## src/irq_ctrl_pkg.sv

```systemverilog
package irq_ctrl_pkg;

    // Register offsets in the special register space
    localparam logic [7:0] OFS_EN_MAIN      = 8'hA8;
    localparam logic [7:0] OFS_EN_AUX       = 8'hB1;
    localparam logic [7:0] OFS_PRIO_LO_AUX  = 8'hB2;
    localparam logic [7:0] OFS_PRIO_HI_AUX  = 8'hB3;
    localparam logic [7:0] OFS_PRIO_HI_MAIN = 8'hB7;
    localparam logic [7:0] OFS_PRIO_LO_MAIN = 8'hB8;
    localparam logic [7:0] OFS_EVT_STATUS   = 8'hD9;
    localparam logic [7:0] OFS_EVT_MASK     = 8'hDA;
    localparam logic [7:0] OFS_IN_SERVICE   = 8'hDB;

    // Bit positions of the main enable and main priority registers
    localparam int BIT_EXT0        = 0;
    localparam int BIT_TIMER0      = 1;
    localparam int BIT_EXT1        = 2;
    localparam int BIT_TIMER1      = 3;
    localparam int BIT_SERIAL      = 4;
    localparam int BIT_TIMER2      = 5;
    localparam int BIT_COUNTER_ARR = 6;
    localparam int BIT_GLOBAL_GATE = 7;

    // Bit positions of the auxiliary enable and priority registers
    localparam int BIT_KEYPAD = 0;
    localparam int BIT_SPI    = 2;

    // Writable bits per register; the rest read as zero
    localparam logic [7:0] MASK_EN_MAIN   = 8'hFF;
    localparam logic [7:0] MASK_PRIO_MAIN = 8'h7F;
    localparam logic [7:0] MASK_AUX       = 8'h05;

    // Reset values
    localparam logic [7:0] RST_EN_MAIN = 8'h00;
    localparam logic [7:0] RST_EN_AUX  = 8'h00;
    localparam logic [7:0] RST_PRIO    = 8'h00;
    localparam logic [3:0] RST_EVT     = 4'h0;

    // Sources in polling order, index 0 polled first
    localparam int NUM_SRC          = 9;
    localparam int POLL_EXT0        = 0;
    localparam int POLL_TIMER0      = 1;
    localparam int POLL_EXT1        = 2;
    localparam int POLL_TIMER1      = 3;
    localparam int POLL_COUNTER_ARR = 4;
    localparam int POLL_UART        = 5;
    localparam int POLL_TIMER2      = 6;
    localparam int POLL_KEYPAD      = 7;
    localparam int POLL_SPI         = 8;

    // Vector addresses, indexed by polling position
    localparam logic [15:0] VECTOR_RESET  = 16'h0000;
    localparam logic [15:0] VECTOR_UNUSED = 16'h0043;
    localparam logic [NUM_SRC-1:0][15:0] VECTOR_BY_POLL = {
        16'h004B, 16'h003B, 16'h002B, 16'h0023, 16'h0033,
        16'h001B, 16'h0013, 16'h000B, 16'h0003
    };

    // Event status bits
    localparam int EVT_W            = 4;
    localparam int EVT_ACCEPT       = 0;
    localparam int EVT_PREEMPT      = 1;
    localparam int EVT_RETURN       = 2;
    localparam int EVT_STRAY_RETURN = 3;

endpackage

```

## src/irq_pick_if.sv

```systemverilog
`timescale 1ns/1ps
interface irq_pick_if #(
    parameter int N  = 9,
    parameter int IW = 4
);
    logic [N-1:0]      pend;
    logic [N-1:0][1:0] lvl;
    logic              valid;
    logic [IW-1:0]     idx;
    logic [1:0]        level;

    modport picker (
        input  pend,
        input  lvl,
        output valid,
        output idx,
        output level
    );

    modport user (
        output pend,
        output lvl,
        input  valid,
        input  idx,
        input  level
    );
endinterface

```

## src/irq_controller.sv

```systemverilog
// Decided for this implementation: strobed register access.
`timescale 1ns/1ps
module irq_controller (
    input  wire logic        mclk,
    input  wire logic        nrst,
    input  wire logic [7:0]  reg_addr,
    input  wire logic [7:0]  reg_wdata,
    input  wire logic        reg_wr,
    input  wire logic        reg_rd,
    output logic      [7:0]  reg_rdata,
    input  wire logic        bit_wr,
    input  wire logic [2:0]  bit_sel,
    input  wire logic        bit_val,
    input  wire logic        ext0_request_flag,
    input  wire logic        timer0_overflow_flag,
    input  wire logic        ext1_request_flag,
    input  wire logic        timer1_overflow_flag,
    input  wire logic        uart_rx_flag,
    input  wire logic        uart_tx_flag,
    input  wire logic        timer2_overflow_flag,
    input  wire logic        timer2_external_flag,
    input  wire logic        counter_overflow_flag,
    input  wire logic [4:0]  compare_module_flags,
    input  wire logic        keypad_request,
    input  wire logic        spi_request,
    input  wire logic        int_ack,
    input  wire logic        int_return,
    output logic             int_req,
    output logic      [15:0] int_vector,
    output logic      [1:0]  int_level,
    output logic      [3:0]  int_source,
    output logic             irq
);

    localparam int NS = irq_ctrl_pkg::NUM_SRC;
    localparam int EW = irq_ctrl_pkg::EVT_W;

    // Software-visible registers
    logic [7:0]    irq_enable_main;
    logic [7:0]    irq_enable_aux;
    logic [7:0]    irq_priority_low_main;
    logic [7:0]    irq_priority_high_main;
    logic [7:0]    prio_low_aux;
    logic [7:0]    prio_high_aux;
    logic [EW-1:0] evt_status;
    logic [EW-1:0] evt_mask;

    // One bit per level currently in service
    logic [3:0]    in_service;

    logic [NS-1:0] src_req;
    logic [NS-1:0] src_on;
    logic          global_irq_gate;
    logic          ack_now;
    logic          act_any;
    logic [1:0]    act_lvl;
    logic          next_req;
    logic [3:0]    next_in_service;
    logic [EW-1:0] evt_set;
    logic [EW-1:0] evt_clr;
    logic [7:0]    next_rdata;

    irq_pick_if #(.N(NS), .IW(4)) pick_bus ();

    irq_pick #(
        .N  (NS),
        .IW (4)
    ) u_pick (
        .pick (pick_bus.picker)
    );

    // Byte write or single-bit write, limited to the writable bits
    function automatic logic [7:0] reg_update(
        input logic [7:0] cur,
        input logic [7:0] wmask,
        input logic       hit_byte,
        input logic       hit_bit,
        input logic [2:0] sel,
        input logic       val,
        input logic [7:0] wdata
    );
        logic [7:0] v;
        v = cur;
        if (hit_byte) begin
            v = wdata & wmask;
        end else if (hit_bit) begin
            v[sel] = val;
            v      = v & wmask;
        end
        return v;
    endfunction

    // Highest level in service and whether any is active
    function automatic logic [2:0] top_level(input logic [3:0] svc);
        logic [2:0] r;
        r = 3'b000;
        for (int i = 0; i < 4; i++) begin
            if (svc[i]) begin
                r = {1'b1, 2'(i)};
            end
        end
        return r;
    endfunction

    function automatic logic byte_hit(input logic [7:0] a, input logic [7:0] ofs, input logic s);
        return s && (a == ofs);
    endfunction

    // Request lines, one per polling position
    always_comb begin
        src_req = '0;
        src_req[irq_ctrl_pkg::POLL_EXT0]        = ext0_request_flag;
        src_req[irq_ctrl_pkg::POLL_TIMER0]      = timer0_overflow_flag;
        src_req[irq_ctrl_pkg::POLL_EXT1]        = ext1_request_flag;
        src_req[irq_ctrl_pkg::POLL_TIMER1]      = timer1_overflow_flag;
        src_req[irq_ctrl_pkg::POLL_COUNTER_ARR] = counter_overflow_flag
                                                | (|compare_module_flags);
        src_req[irq_ctrl_pkg::POLL_UART]        = uart_rx_flag | uart_tx_flag;
        src_req[irq_ctrl_pkg::POLL_TIMER2]      = timer2_overflow_flag
                                                | timer2_external_flag;
        src_req[irq_ctrl_pkg::POLL_KEYPAD]      = keypad_request;
        src_req[irq_ctrl_pkg::POLL_SPI]         = spi_request;
    end

    // Individual enables mapped onto polling positions
    always_comb begin
        src_on = '0;
        src_on[irq_ctrl_pkg::POLL_EXT0]        = irq_enable_main[irq_ctrl_pkg::BIT_EXT0];
        src_on[irq_ctrl_pkg::POLL_TIMER0]      = irq_enable_main[irq_ctrl_pkg::BIT_TIMER0];
        src_on[irq_ctrl_pkg::POLL_EXT1]        = irq_enable_main[irq_ctrl_pkg::BIT_EXT1];
        src_on[irq_ctrl_pkg::POLL_TIMER1]      = irq_enable_main[irq_ctrl_pkg::BIT_TIMER1];
        src_on[irq_ctrl_pkg::POLL_COUNTER_ARR] = irq_enable_main[irq_ctrl_pkg::BIT_COUNTER_ARR];
        src_on[irq_ctrl_pkg::POLL_UART]        = irq_enable_main[irq_ctrl_pkg::BIT_SERIAL];
        src_on[irq_ctrl_pkg::POLL_TIMER2]      = irq_enable_main[irq_ctrl_pkg::BIT_TIMER2];
        src_on[irq_ctrl_pkg::POLL_KEYPAD]      = irq_enable_aux[irq_ctrl_pkg::BIT_KEYPAD];
        src_on[irq_ctrl_pkg::POLL_SPI]         = irq_enable_aux[irq_ctrl_pkg::BIT_SPI];
    end

    // Level per source from its high and low bit pair
    always_comb begin
        pick_bus.lvl = '0;
        pick_bus.lvl[irq_ctrl_pkg::POLL_EXT0] = {
            irq_priority_high_main[irq_ctrl_pkg::BIT_EXT0],
            irq_priority_low_main[irq_ctrl_pkg::BIT_EXT0]};
        pick_bus.lvl[irq_ctrl_pkg::POLL_TIMER0] = {
            irq_priority_high_main[irq_ctrl_pkg::BIT_TIMER0],
            irq_priority_low_main[irq_ctrl_pkg::BIT_TIMER0]};
        pick_bus.lvl[irq_ctrl_pkg::POLL_EXT1] = {
            irq_priority_high_main[irq_ctrl_pkg::BIT_EXT1],
            irq_priority_low_main[irq_ctrl_pkg::BIT_EXT1]};
        pick_bus.lvl[irq_ctrl_pkg::POLL_TIMER1] = {
            irq_priority_high_main[irq_ctrl_pkg::BIT_TIMER1],
            irq_priority_low_main[irq_ctrl_pkg::BIT_TIMER1]};
        pick_bus.lvl[irq_ctrl_pkg::POLL_COUNTER_ARR] = {
            irq_priority_high_main[irq_ctrl_pkg::BIT_COUNTER_ARR],
            irq_priority_low_main[irq_ctrl_pkg::BIT_COUNTER_ARR]};
        pick_bus.lvl[irq_ctrl_pkg::POLL_UART] = {
            irq_priority_high_main[irq_ctrl_pkg::BIT_SERIAL],
            irq_priority_low_main[irq_ctrl_pkg::BIT_SERIAL]};
        pick_bus.lvl[irq_ctrl_pkg::POLL_TIMER2] = {
            irq_priority_high_main[irq_ctrl_pkg::BIT_TIMER2],
            irq_priority_low_main[irq_ctrl_pkg::BIT_TIMER2]};
        pick_bus.lvl[irq_ctrl_pkg::POLL_KEYPAD] = {
            prio_high_aux[irq_ctrl_pkg::BIT_KEYPAD],
            prio_low_aux[irq_ctrl_pkg::BIT_KEYPAD]};
        pick_bus.lvl[irq_ctrl_pkg::POLL_SPI] = {
            prio_high_aux[irq_ctrl_pkg::BIT_SPI],
            prio_low_aux[irq_ctrl_pkg::BIT_SPI]};
    end

    // Masked requests go to the picker; flags are never cleared here
    assign global_irq_gate = irq_enable_main[irq_ctrl_pkg::BIT_GLOBAL_GATE];
    assign pick_bus.pend   = src_req & src_on & {NS{global_irq_gate}};

    // Nesting state and the decision to raise a request
    assign ack_now            = int_ack && int_req;
    assign {act_any, act_lvl} = top_level(in_service);

    // Acked request drops for a cycle so the core can clear its flag first
    always_comb begin
        next_req = pick_bus.valid && !ack_now
                && (!act_any || pick_bus.level > act_lvl);
    end

    // Return releases the top level, acceptance records the new one
    always_comb begin
        next_in_service = in_service;
        if (int_return && act_any) begin
            next_in_service[act_lvl] = 1'b0;
        end
        if (ack_now) begin
            next_in_service[int_level] = 1'b1;
        end
    end

    always_ff @(posedge mclk or negedge nrst) begin
        if (!nrst) begin
            in_service <= 4'h0;
        end else begin
            in_service <= next_in_service;
        end
    end

    // Request, vector, level and source id toward the core
    always_ff @(posedge mclk or negedge nrst) begin
        if (!nrst) begin
            int_req    <= 1'b0;
            int_vector <= irq_ctrl_pkg::VECTOR_RESET;
            int_level  <= 2'b00;
            int_source <= 4'h0;
        end else begin
            int_req <= next_req;
            if (next_req) begin
                int_vector <= irq_ctrl_pkg::VECTOR_BY_POLL[pick_bus.idx];
                int_level  <= pick_bus.level;
                int_source <= pick_bus.idx;
            end
        end
    end

    // Enable registers, both bit addressable
    always_ff @(posedge mclk or negedge nrst) begin
        if (!nrst) begin
            irq_enable_main <= irq_ctrl_pkg::RST_EN_MAIN;
            irq_enable_aux  <= irq_ctrl_pkg::RST_EN_AUX;
        end else begin
            irq_enable_main <= reg_update(irq_enable_main, irq_ctrl_pkg::MASK_EN_MAIN,
                byte_hit(reg_addr, irq_ctrl_pkg::OFS_EN_MAIN, reg_wr),
                byte_hit(reg_addr, irq_ctrl_pkg::OFS_EN_MAIN, bit_wr),
                bit_sel, bit_val, reg_wdata);
            irq_enable_aux  <= reg_update(irq_enable_aux, irq_ctrl_pkg::MASK_AUX,
                byte_hit(reg_addr, irq_ctrl_pkg::OFS_EN_AUX, reg_wr),
                byte_hit(reg_addr, irq_ctrl_pkg::OFS_EN_AUX, bit_wr),
                bit_sel, bit_val, reg_wdata);
        end
    end

    // Priority registers; high halves ignore single-bit writes
    always_ff @(posedge mclk or negedge nrst) begin
        if (!nrst) begin
            irq_priority_low_main  <= irq_ctrl_pkg::RST_PRIO;
            irq_priority_high_main <= irq_ctrl_pkg::RST_PRIO;
            prio_low_aux           <= irq_ctrl_pkg::RST_PRIO;
            prio_high_aux          <= irq_ctrl_pkg::RST_PRIO;
        end else begin
            irq_priority_low_main  <= reg_update(irq_priority_low_main,
                irq_ctrl_pkg::MASK_PRIO_MAIN,
                byte_hit(reg_addr, irq_ctrl_pkg::OFS_PRIO_LO_MAIN, reg_wr),
                byte_hit(reg_addr, irq_ctrl_pkg::OFS_PRIO_LO_MAIN, bit_wr),
                bit_sel, bit_val, reg_wdata);
            irq_priority_high_main <= reg_update(irq_priority_high_main,
                irq_ctrl_pkg::MASK_PRIO_MAIN,
                byte_hit(reg_addr, irq_ctrl_pkg::OFS_PRIO_HI_MAIN, reg_wr),
                1'b0, bit_sel, bit_val, reg_wdata);
            prio_low_aux           <= reg_update(prio_low_aux, irq_ctrl_pkg::MASK_AUX,
                byte_hit(reg_addr, irq_ctrl_pkg::OFS_PRIO_LO_AUX, reg_wr),
                byte_hit(reg_addr, irq_ctrl_pkg::OFS_PRIO_LO_AUX, bit_wr),
                bit_sel, bit_val, reg_wdata);
            prio_high_aux          <= reg_update(prio_high_aux, irq_ctrl_pkg::MASK_AUX,
                byte_hit(reg_addr, irq_ctrl_pkg::OFS_PRIO_HI_AUX, reg_wr),
                1'b0, bit_sel, bit_val, reg_wdata);
        end
    end

    // Controller events for the supervisory interrupt
    always_comb begin
        evt_set = '0;
        evt_set[irq_ctrl_pkg::EVT_ACCEPT]       = ack_now;
        evt_set[irq_ctrl_pkg::EVT_PREEMPT]      = ack_now && act_any;
        evt_set[irq_ctrl_pkg::EVT_RETURN]       = int_return && act_any;
        evt_set[irq_ctrl_pkg::EVT_STRAY_RETURN] = int_return && !act_any;
        evt_clr = byte_hit(reg_addr, irq_ctrl_pkg::OFS_EVT_STATUS, reg_wr)
                ? reg_wdata[EW-1:0] : '0;
    end

    // Set beats write-one-to-clear so no event is lost
    always_ff @(posedge mclk or negedge nrst) begin
        if (!nrst) begin
            evt_status <= irq_ctrl_pkg::RST_EVT;
        end else begin
            evt_status <= (evt_status & ~evt_clr) | evt_set;
        end
    end

    always_ff @(posedge mclk or negedge nrst) begin
        if (!nrst) begin
            evt_mask <= irq_ctrl_pkg::RST_EVT;
        end else if (byte_hit(reg_addr, irq_ctrl_pkg::OFS_EVT_MASK, reg_wr)) begin
            evt_mask <= reg_wdata[EW-1:0];
        end
    end

    // Level output lags the status bit by one cycle to stay registered
    always_ff @(posedge mclk or negedge nrst) begin
        if (!nrst) begin
            irq <= 1'b0;
        end else begin
            irq <= |(evt_status & evt_mask);
        end
    end

    // Read mux; reserved bits and unmapped offsets return zero
    always_comb begin
        next_rdata = 8'h00;
        if (reg_rd) begin
            unique case (reg_addr)
                irq_ctrl_pkg::OFS_EN_MAIN:      next_rdata = irq_enable_main;
                irq_ctrl_pkg::OFS_EN_AUX:       next_rdata = irq_enable_aux;
                irq_ctrl_pkg::OFS_PRIO_LO_MAIN: next_rdata = irq_priority_low_main;
                irq_ctrl_pkg::OFS_PRIO_HI_MAIN: next_rdata = irq_priority_high_main;
                irq_ctrl_pkg::OFS_PRIO_LO_AUX:  next_rdata = prio_low_aux;
                irq_ctrl_pkg::OFS_PRIO_HI_AUX:  next_rdata = prio_high_aux;
                irq_ctrl_pkg::OFS_EVT_STATUS:   next_rdata = {4'h0, evt_status};
                irq_ctrl_pkg::OFS_EVT_MASK:     next_rdata = {4'h0, evt_mask};
                irq_ctrl_pkg::OFS_IN_SERVICE:   next_rdata = {4'h0, in_service};
                default:                        next_rdata = 8'h00;
            endcase
        end
    end

    // Data stands only in the cycle after the read strobe
    always_ff @(posedge mclk or negedge nrst) begin
        if (!nrst) begin
            reg_rdata <= 8'h00;
        end else begin
            reg_rdata <= next_rdata;
        end
    end

endmodule

```

## src/irq_pick.sv

```systemverilog
`timescale 1ns/1ps
module irq_pick #(
    parameter int N  = 9,
    parameter int IW = 4
) (
    irq_pick_if.picker pick
);

    // Index must be able to name every source
    if (N < 1 || N > (1 << IW)) begin : g_bad_size
        $error("irq_pick: source count does not fit the index width");
    end

    // Scan in polling order; only a strictly higher level displaces the
    // current choice, so ties go to the earlier polled source
    always_comb begin
        pick.valid = 1'b0;
        pick.idx   = '0;
        pick.level = 2'b00;
        for (int i = 0; i < N; i++) begin
            if (pick.pend[i] && (!pick.valid || pick.lvl[i] > pick.level)) begin
                pick.valid = 1'b1;
                pick.idx   = IW'(i);
                pick.level = pick.lvl[i];
            end
        end
    end

endmodule

```

## config.mk

```make
export PLATFORM = sky130hd
export DESIGN_NAME = irq_controller
export DESIGN_NICKNAME = d
export VERILOG_FILES = /design/src/irq_ctrl_pkg.sv /design/src/irq_pick_if.sv /design/src/irq_controller.sv /design/src/irq_pick.sv
export SDC_FILE = /design/constraint.sdc
export NUM_CORES = 1
export LEC_CHECK = 0
export ABC_AREA = 0
export BUFFER_PORTS_ARGS = -buffer_cell sky130_fd_sc_hd__buf_2
export CORE_ASPECT_RATIO = 0.7
export CORE_MARGIN = 1
export CORE_UTILIZATION = 63
export CTS_BUF_LIST = sky130_fd_sc_hd__clkbuf_4 sky130_fd_sc_hd__clkbuf_8
export CTS_CLUSTER_DIAMETER = 50
export CTS_CLUSTER_SIZE = 8
export DETAILED_ROUTE_END_ITERATION = 6
export PLACE_DENSITY_LB_ADDON = 0.2
export SKIP_CTS_REPAIR_TIMING = 1
export SLEW_MARGIN = 25
export SYNTH_ARGS = -nofsm -noshare
export SYNTH_HDL_FRONTEND = slang
export SYNTH_SLANG_ARGS = --single-unit
```

## constraint.sdc

```tcl
create_clock -name mclk -period 22.8 [get_ports mclk]
set_clock_uncertainty 0.2 [all_clocks]
set_input_delay 6.84 -clock mclk [delete_from_list [all_inputs] [get_ports mclk]]
set_output_delay 6.84 -clock mclk [all_outputs]
set_load 0.01 [all_outputs]
```

Word-level counts from Yosys, hierarchy flattened --
Memories as Yosys holds them, arrays and structs flattened. A register that Yosys moved wholly into a read port is not among the register bits. Index checks and enable logic that the tools add are counted.
Word-level totals: word-level logic and storage cells 159, input port bits 43, memories kept 1, register bits 69, bits in read-only memories 256
Memories:
- (name not given) | depth 16, width 16, rd ports 1, clocked after Yosys merged registers in 1, write ports 0, RTL line irq_controller.sv:214 | int_vector <= irq_ctrl_pkg::VECTOR_BY_POLL[pick_bus.idx];
Cells by class: reductions and logical operators 55, mux-type cells 53, order comparisons 15, equal/unequal tests 9, bitwise logic cells 12
Operators with widths (count):
- $eq A8 B8 Y1 const B | 9
- $mux W8 | 9
- $pmux W8 S9 | 1
- $bwmux W8 | 4
- $logic_and A1 B1 Y1 | 29
- $mux W3 | 8
- $mux W2 | 11
- $and A9 B9 Y9 | 2
- $gt A2 B2 Y1 | 9
- $mux W4 | 4
- $mux W1 | 13
- $and A4 B4 Y4 | 3
- $logic_not A1 Y1 | 11
- $logic_or A1 B1 Y1 | 9
- $not A4 Y4 | 2
- $or A4 B4 Y4 | 2
- $reduce_bool A2 Y1 | 4
- $lt A2 B3 Y1 const B | 2
- $reduce_or A5 Y1 | 1
- $demux W1 S2 | 2
- $ge A2 B1 Y1 const B | 2
- $lt A3 B4 Y1 const B | 1
- $reduce_or A4 Y1 | 1
- $demux W1 S3 | 1
- 2 further kinds | 4

Longest topological paths before layout --
depth in word-level cells 40, depth in mapped cells 59, depth with buffers taken out 57

Cells and area by module --
A second synthesis with hierarchy kept.
Unflattened totals: cell total of the unflattened synthesis 456, area, all modules 4394.2 µm²
By module, submodules not included:
- irq_controller | times used 1, seq. area each 1501.4 µm², area each 3512.1 µm², cells each 334
- irq_pick | times used 1, seq. area each 0.0 µm², area each 882.1 µm², cells each 122

Worst setup path after synthesis --
No wires, ideal clock.
path kind input-to-reg, start point input port ext0_request_flag, end point register int_vector[3], data required time 22470 ps, arrival time 17072 ps, stages on the path 58, setup slack 5398 ps, cell sequence and3_1 -> clkbuf_1 -> nand2_1 -> ha_1 -> nor2b_1 -> o21ai_0 -> o211a_1 -> nor2_1 -> ha_1 -> nor2b_1 -> a2bb2oi_1 -> o21a_1 -> a221oi_1 -> a21oi_1 -> ha_1 -> nand2_1 -> o21ai_0 -> a21oi_1 -> [... 22 more ...] -> a211o_2 -> mux2_1 -> a31oi_2 -> ha_1 -> nor2b_1 -> o21ai_0 -> a21oi_1 -> nand2_1 -> o21ai_1 -> ha_1 -> nor2b_1 -> o21ai_0 -> nand2_1 -> o2111ai_1 -> buf_2 -> a31oi_1 -> a21oi_1 -> o21ai_0
On the way: longest elaborated chain between the ends 38, elaborated cells between the ends (all ways) 64, classes of those cells order compare (9); mux (26); bitwise (2); reduce/logical (27)
Ends and longest elaborated chain:
- start, declared | RTL line irq_controller.sv:14 | input wire logic ext0_request_flag,
- $and A9 B9 Y9 (*) (2 in series) | RTL line irq_controller.sv:173 | assign pick_bus.pend = src_req & src_on & {NS{global_irq_gate}};
- $mux W2 / $mux W1 (equally long branches) | RTL line irq_pick.sv:21 | if (pick.pend[i] && (!pick.valid || pick.lvl[i] > pick.level)) begin
- $gt A2 B2 Y1 / $logic_not A1 Y1 (equally long branches) | RTL line irq_pick.sv:21
- $logic_or A1 B1 Y1 | RTL line irq_pick.sv:21
- $logic_and A1 B1 Y1 | RTL line irq_pick.sv:21
- $mux W2 / $mux W1 (equally long branches) | RTL line irq_pick.sv:21
- $gt A2 B2 Y1 / $logic_not A1 Y1 (equally long branches) | RTL line irq_pick.sv:21
- $logic_or A1 B1 Y1 | RTL line irq_pick.sv:21
- [... 22 more ...]
- $gt A2 B2 Y1 / $logic_not A1 Y1 (equally long branches) | RTL line irq_pick.sv:21
- $logic_or A1 B1 Y1 | RTL line irq_pick.sv:21
- $logic_and A1 B1 Y1 | RTL line irq_pick.sv:21
- $mux W2 (*) | RTL line irq_pick.sv:21
- via pick_bus.level[1] | RTL line irq_pick_if.sv:10 | logic [1:0] level;
- $gt A2 B2 Y1 (*) | RTL line irq_controller.sv:182 | && (!act_any || pick_bus.level > act_lvl);
- $logic_or A1 B1 Y1 (*) | RTL line irq_controller.sv:182
- $logic_and A1 B1 Y1 (*) | RTL line irq_controller.sv:182
- end, declared | RTL line irq_controller.sv:29 | output logic [15:0] int_vector,
The timed path passes the listed nets; every way through them passes the cells marked *. A chain may end at the register's enable or synchronous reset.

Final worst setup path --
start point input port ext0_request_flag, end point register int_level[0]
On the way: longest elaborated chain between the ends 38, elaborated cells between the ends (all ways) 56, classes of those cells order compare (9); mux (18); bitwise (2); reduce/logical (27)
Ends and longest elaborated chain:
- $and A9 B9 Y9 (*) (2 in series) | RTL line irq_controller.sv:173
- $mux W2 / $mux W1 (equally long branches) | RTL line irq_pick.sv:21
- $gt A2 B2 Y1 / $logic_not A1 Y1 (equally long branches) | RTL line irq_pick.sv:21
- $logic_or A1 B1 Y1 | RTL line irq_pick.sv:21
- $logic_and A1 B1 Y1 | RTL line irq_pick.sv:21
- $mux W2 / $mux W1 (equally long branches) | RTL line irq_pick.sv:21
- $gt A2 B2 Y1 / $logic_not A1 Y1 (equally long branches) | RTL line irq_pick.sv:21
- $logic_or A1 B1 Y1 | RTL line irq_pick.sv:21
- [... 22 more ...]
- $gt A2 B2 Y1 / $logic_not A1 Y1 (equally long branches) | RTL line irq_pick.sv:21
- $logic_or A1 B1 Y1 | RTL line irq_pick.sv:21
- $logic_and A1 B1 Y1 | RTL line irq_pick.sv:21
- $mux W2 (*) | RTL line irq_pick.sv:21
- via pick_bus.level[1] | RTL line irq_pick_if.sv:10
- $gt A2 B2 Y1 (*) | RTL line irq_controller.sv:182
- $logic_or A1 B1 Y1 (*) | RTL line irq_controller.sv:182
- $logic_and A1 B1 Y1 (*) | RTL line irq_controller.sv:182
- end signal, assigned | RTL line irq_controller.sv:215 | int_level <= pick_bus.level;
- end, declared | RTL line irq_controller.sv:30 | output logic [1:0] int_level,
Marked as above.

==> out/summary.txt <==
outcome = finished with violations
failing checks = design-rule violations
Top delay family on crit path = compound AO/OA/AOI/OAI gates
Worst setup EP type = flip-flop
number of antenna diodes = 0
Pleak = 0.002313 uW
Post-synth EDFFs = 0
Async S/R FF share, synth = 1.000
Post-Place Cells = 589
PD cells = 54.34 mW/mm^2
filler instances = 495
count of yosys warnings during synthesis = 0
Routed Wire Length = 11.36 mm
Hold Vio Cnt, Final = 0
Max FO, Critical Path = 15
area of the multi-input gates = 0.002389 sq mm
Clock Tree Buf Depth = 2
peak supply drop = 0.00004229 V
post-detail-place hpwl = 8.346 mm
Final Cycle Share = 0.8370
GPL Wtd Cong = 1.000
die area = 0.006785 sq mm
post-synthesis cell type count = 58
met2 demand-to-capacity share in global routing = 0.5078
via/cell ratio = 6.411
chip height = 69.22 um
R2R cell count = 56
most frequent CP cell = ha_1
Setup violations, final = 0
DRT Pass-1 Iters = 7
clk root buf = clkbuf_8
clock latency on the worst-skew pair = 0.34 ns
Routed WL per cell = 18.81 um
RSZ-0062 raised after global routing = no
most frequent cells in the layout = 64 x buf_2, 59 x dfrtp_1, 49 x nor2_1
global-route wire length before repair = 18.65 mm
Crit Reg-Reg Endpoint = int_level[0]$_DFFE_PN0P_
vias in the first global route = 3804
commonest non-fill, non-tap cell in the layout = buf_2
Worst-Margin Slew = 0.7930 ns
r2r setup slk = 9.57 ns
die width = 98.03 um
initial core utilization = 0.6542
Via Count = 3872
ys flop type = dfrtp_1
Register Area = 0.001476 sq mm
GRT met3 Usage = 0.08871
GRT Util Overall = 0.3555
Worst slew margin = 0.4673
I/O Pins = 75
Post-Layout Cell Count = 604
post-layout util = 0.7371
buffers added on ports = 64
sequential area share after synthesis = 0.3631
pin count of the biggest net entering global routing = 60
arrival time worst endpoint = 19.12 ns
critical path's largest stage delay = 0.58 ns
met1 Use GR = 0.5157
Max Clock Freq = 52.40 MHz
final slew viol count = 0
synthesized area = 0.004066 sq mm
Worst-path clk slew = 0.06 ns
CP Launch Type = input port
crit path kind = in2reg
r2r startpoint = irq_enable_main[7]$_DFFE_PN0P_
cts bufs inserted = 9
slowest cell on the critical path = a211oi_2
NumNets Final = 583
Max-cap violations = 0
FP Rows = 24
syn_area_per_cell = 8.745 sq um
cell count after synthesis = 465
Post-route DRC = 4
cell depth of the worst setup path = 57
P&R area growth vs syn = 12.68%
end of the critical path = int_level[0]$_DFFE_PN0P_
Critical Path RT = 22.83 ns
aggregate global routing overflow = 0
min cycle time layout = 19.08 ns
CP Launch Point = ext0_request_flag
synthesis-stage register bit count = 59
DR iter-0 viols = 346
HP Class = reg2reg
core box area = 0.006216 sq mm
share of layout cells above drive strength 1 = 0.2262
Crit path buffers/inverters = 2
grt peak-use layer = met1
CTS tree = yes
H-tree Lvls = 3
Detail Route Antenna Nets = 0
clock sink total = 59
TNS Setup = 0 ns
antenna violations before repair = 0
power breakdown:
group / internal [uW] / switching, uW
Sequential: 109 / 6.25
Clock: 58.2 / 41.7
Combinational: 13.1 / 20.5
Total: 181 / 68.4
cells in the mapped netlist (9+ instances only):
cell type   n  share of area
buf_4      13          0.024
a21oi_1    30          0.037
clkbuf_1   14          0.013
dfrtp_1    59           0.36
nor2b_1    15          0.023
nand3_1    11          0.014
a21o_1      9          0.017
a22oi_1    14          0.026
ha_1       18          0.055
a22o_1     11          0.024
nand2_1    48          0.044
mux2_2     27          0.075
inv_1      22          0.020
o21ai_0    31          0.038
nor2_1     49          0.045
sequential cells by signal, summed over array words and instances (netlist names), 4 cells and up:
signal                  count
evt_mask                    4
irq_priority_high_main      7
irq_priority_low_main       7
evt_status                  4
reg_rdata                   8
irq_enable_main             8
in_service                  4
int_vector                  4
through the flow:
step | hold WS, ns | total power, uW | setup slack [ns] | cell area, sq um
global placement | 0.2532 | 148.3 | 4.037 | 4374
floorplan | 0.2738 | 136.5 | 5.398 | 4100
global route | 0.3102 | 258.2 | 2.695 | 4582
finish | 0.2878 | 249.0 | 3.717 | 4582
CTS | 0.2926 | 247.9 | 3.773 | 4576
detailed placement | 0.2746 | 149.4 | 3.450 | 4374
kinds of logic (layout without fill, tap and decap cells):
logic type | count (synthesis) | count (layout) | synth area share
DFF | 59 | 59 | 0.3631
adders and majority gates | 18 | 18 | 0.05539
buffers and inverters | 51 | 103 | 0.05938
muxes | 37 | 37 | 0.1009
other | 1 | 10 | 0.0009222
AOI/OAI and AO/OA | 145 | 145 | 0.2458
and+or+nand+nor | 154 | 154 | 0.1745
worst min path at each step:
stage | end | cells past startpoint | startpoint | slack (ns)
finish | int_vector[1]$_DFFE_PN0P_ | 1 | int_vector[1]$_DFFE_PN0P_ | 0.29
global route | int_vector[1]$_DFFE_PN0P_ | 1 | int_vector[1]$_DFFE_PN0P_ | 0.31
CTS | int_vector[1]$_DFFE_PN0P_ | 1 | int_vector[1]$_DFFE_PN0P_ | 0.29
detailed placement | int_vector[1]$_DFFE_PN0P_ | 1 | int_vector[1]$_DFFE_PN0P_ | 0.27
global placement | int_vector[4]$_DFFE_PN0P_ | 1 | int_vector[4]$_DFFE_PN0P_ | 0.25
floorplan | irq$_DFF_PN0_ | 2 | evt_status[2]$_DFF_PN0_ | 0.27
worst register-to-register path, delay by kind of cell, from the launching register on:
kind | cells | cell delay, ns
AO/OA/AOI/OAI | 28 | 6.51
AND/OR/NAND/NOR | 16 | 2.40
flip-flops | 1 | 0.65
buffers and inverters | 1 | 0.09
multiplexers | 2 | 0.62
adder cells (fa/ha/maj) | 9 | 2.67
metal layers:
layer | share of wire | vias to the layer above | wire length (um)
met2 | 0.43 | 209 | 4910
met3 | 0.096 | 34 | 1093
li1 | - | 1774 | -
met5 | 0 | - | 0
met4 | 0.023 | 0 | 264
met1 | 0.45 | 1855 | 5096
final cells by class:
class	instances	share of cell area
Tap cell	78	0.02130
Inverter	22	0.01802
Sequential cell	59	0.3222
Clock buffer	13	0.03632
Multi-Input combinational cell	364	0.5213
Timing Repair Buffer	66	0.07318
Clock inverter	2	0.007646
Note: power is estimated with default switching activity, not from simulation.
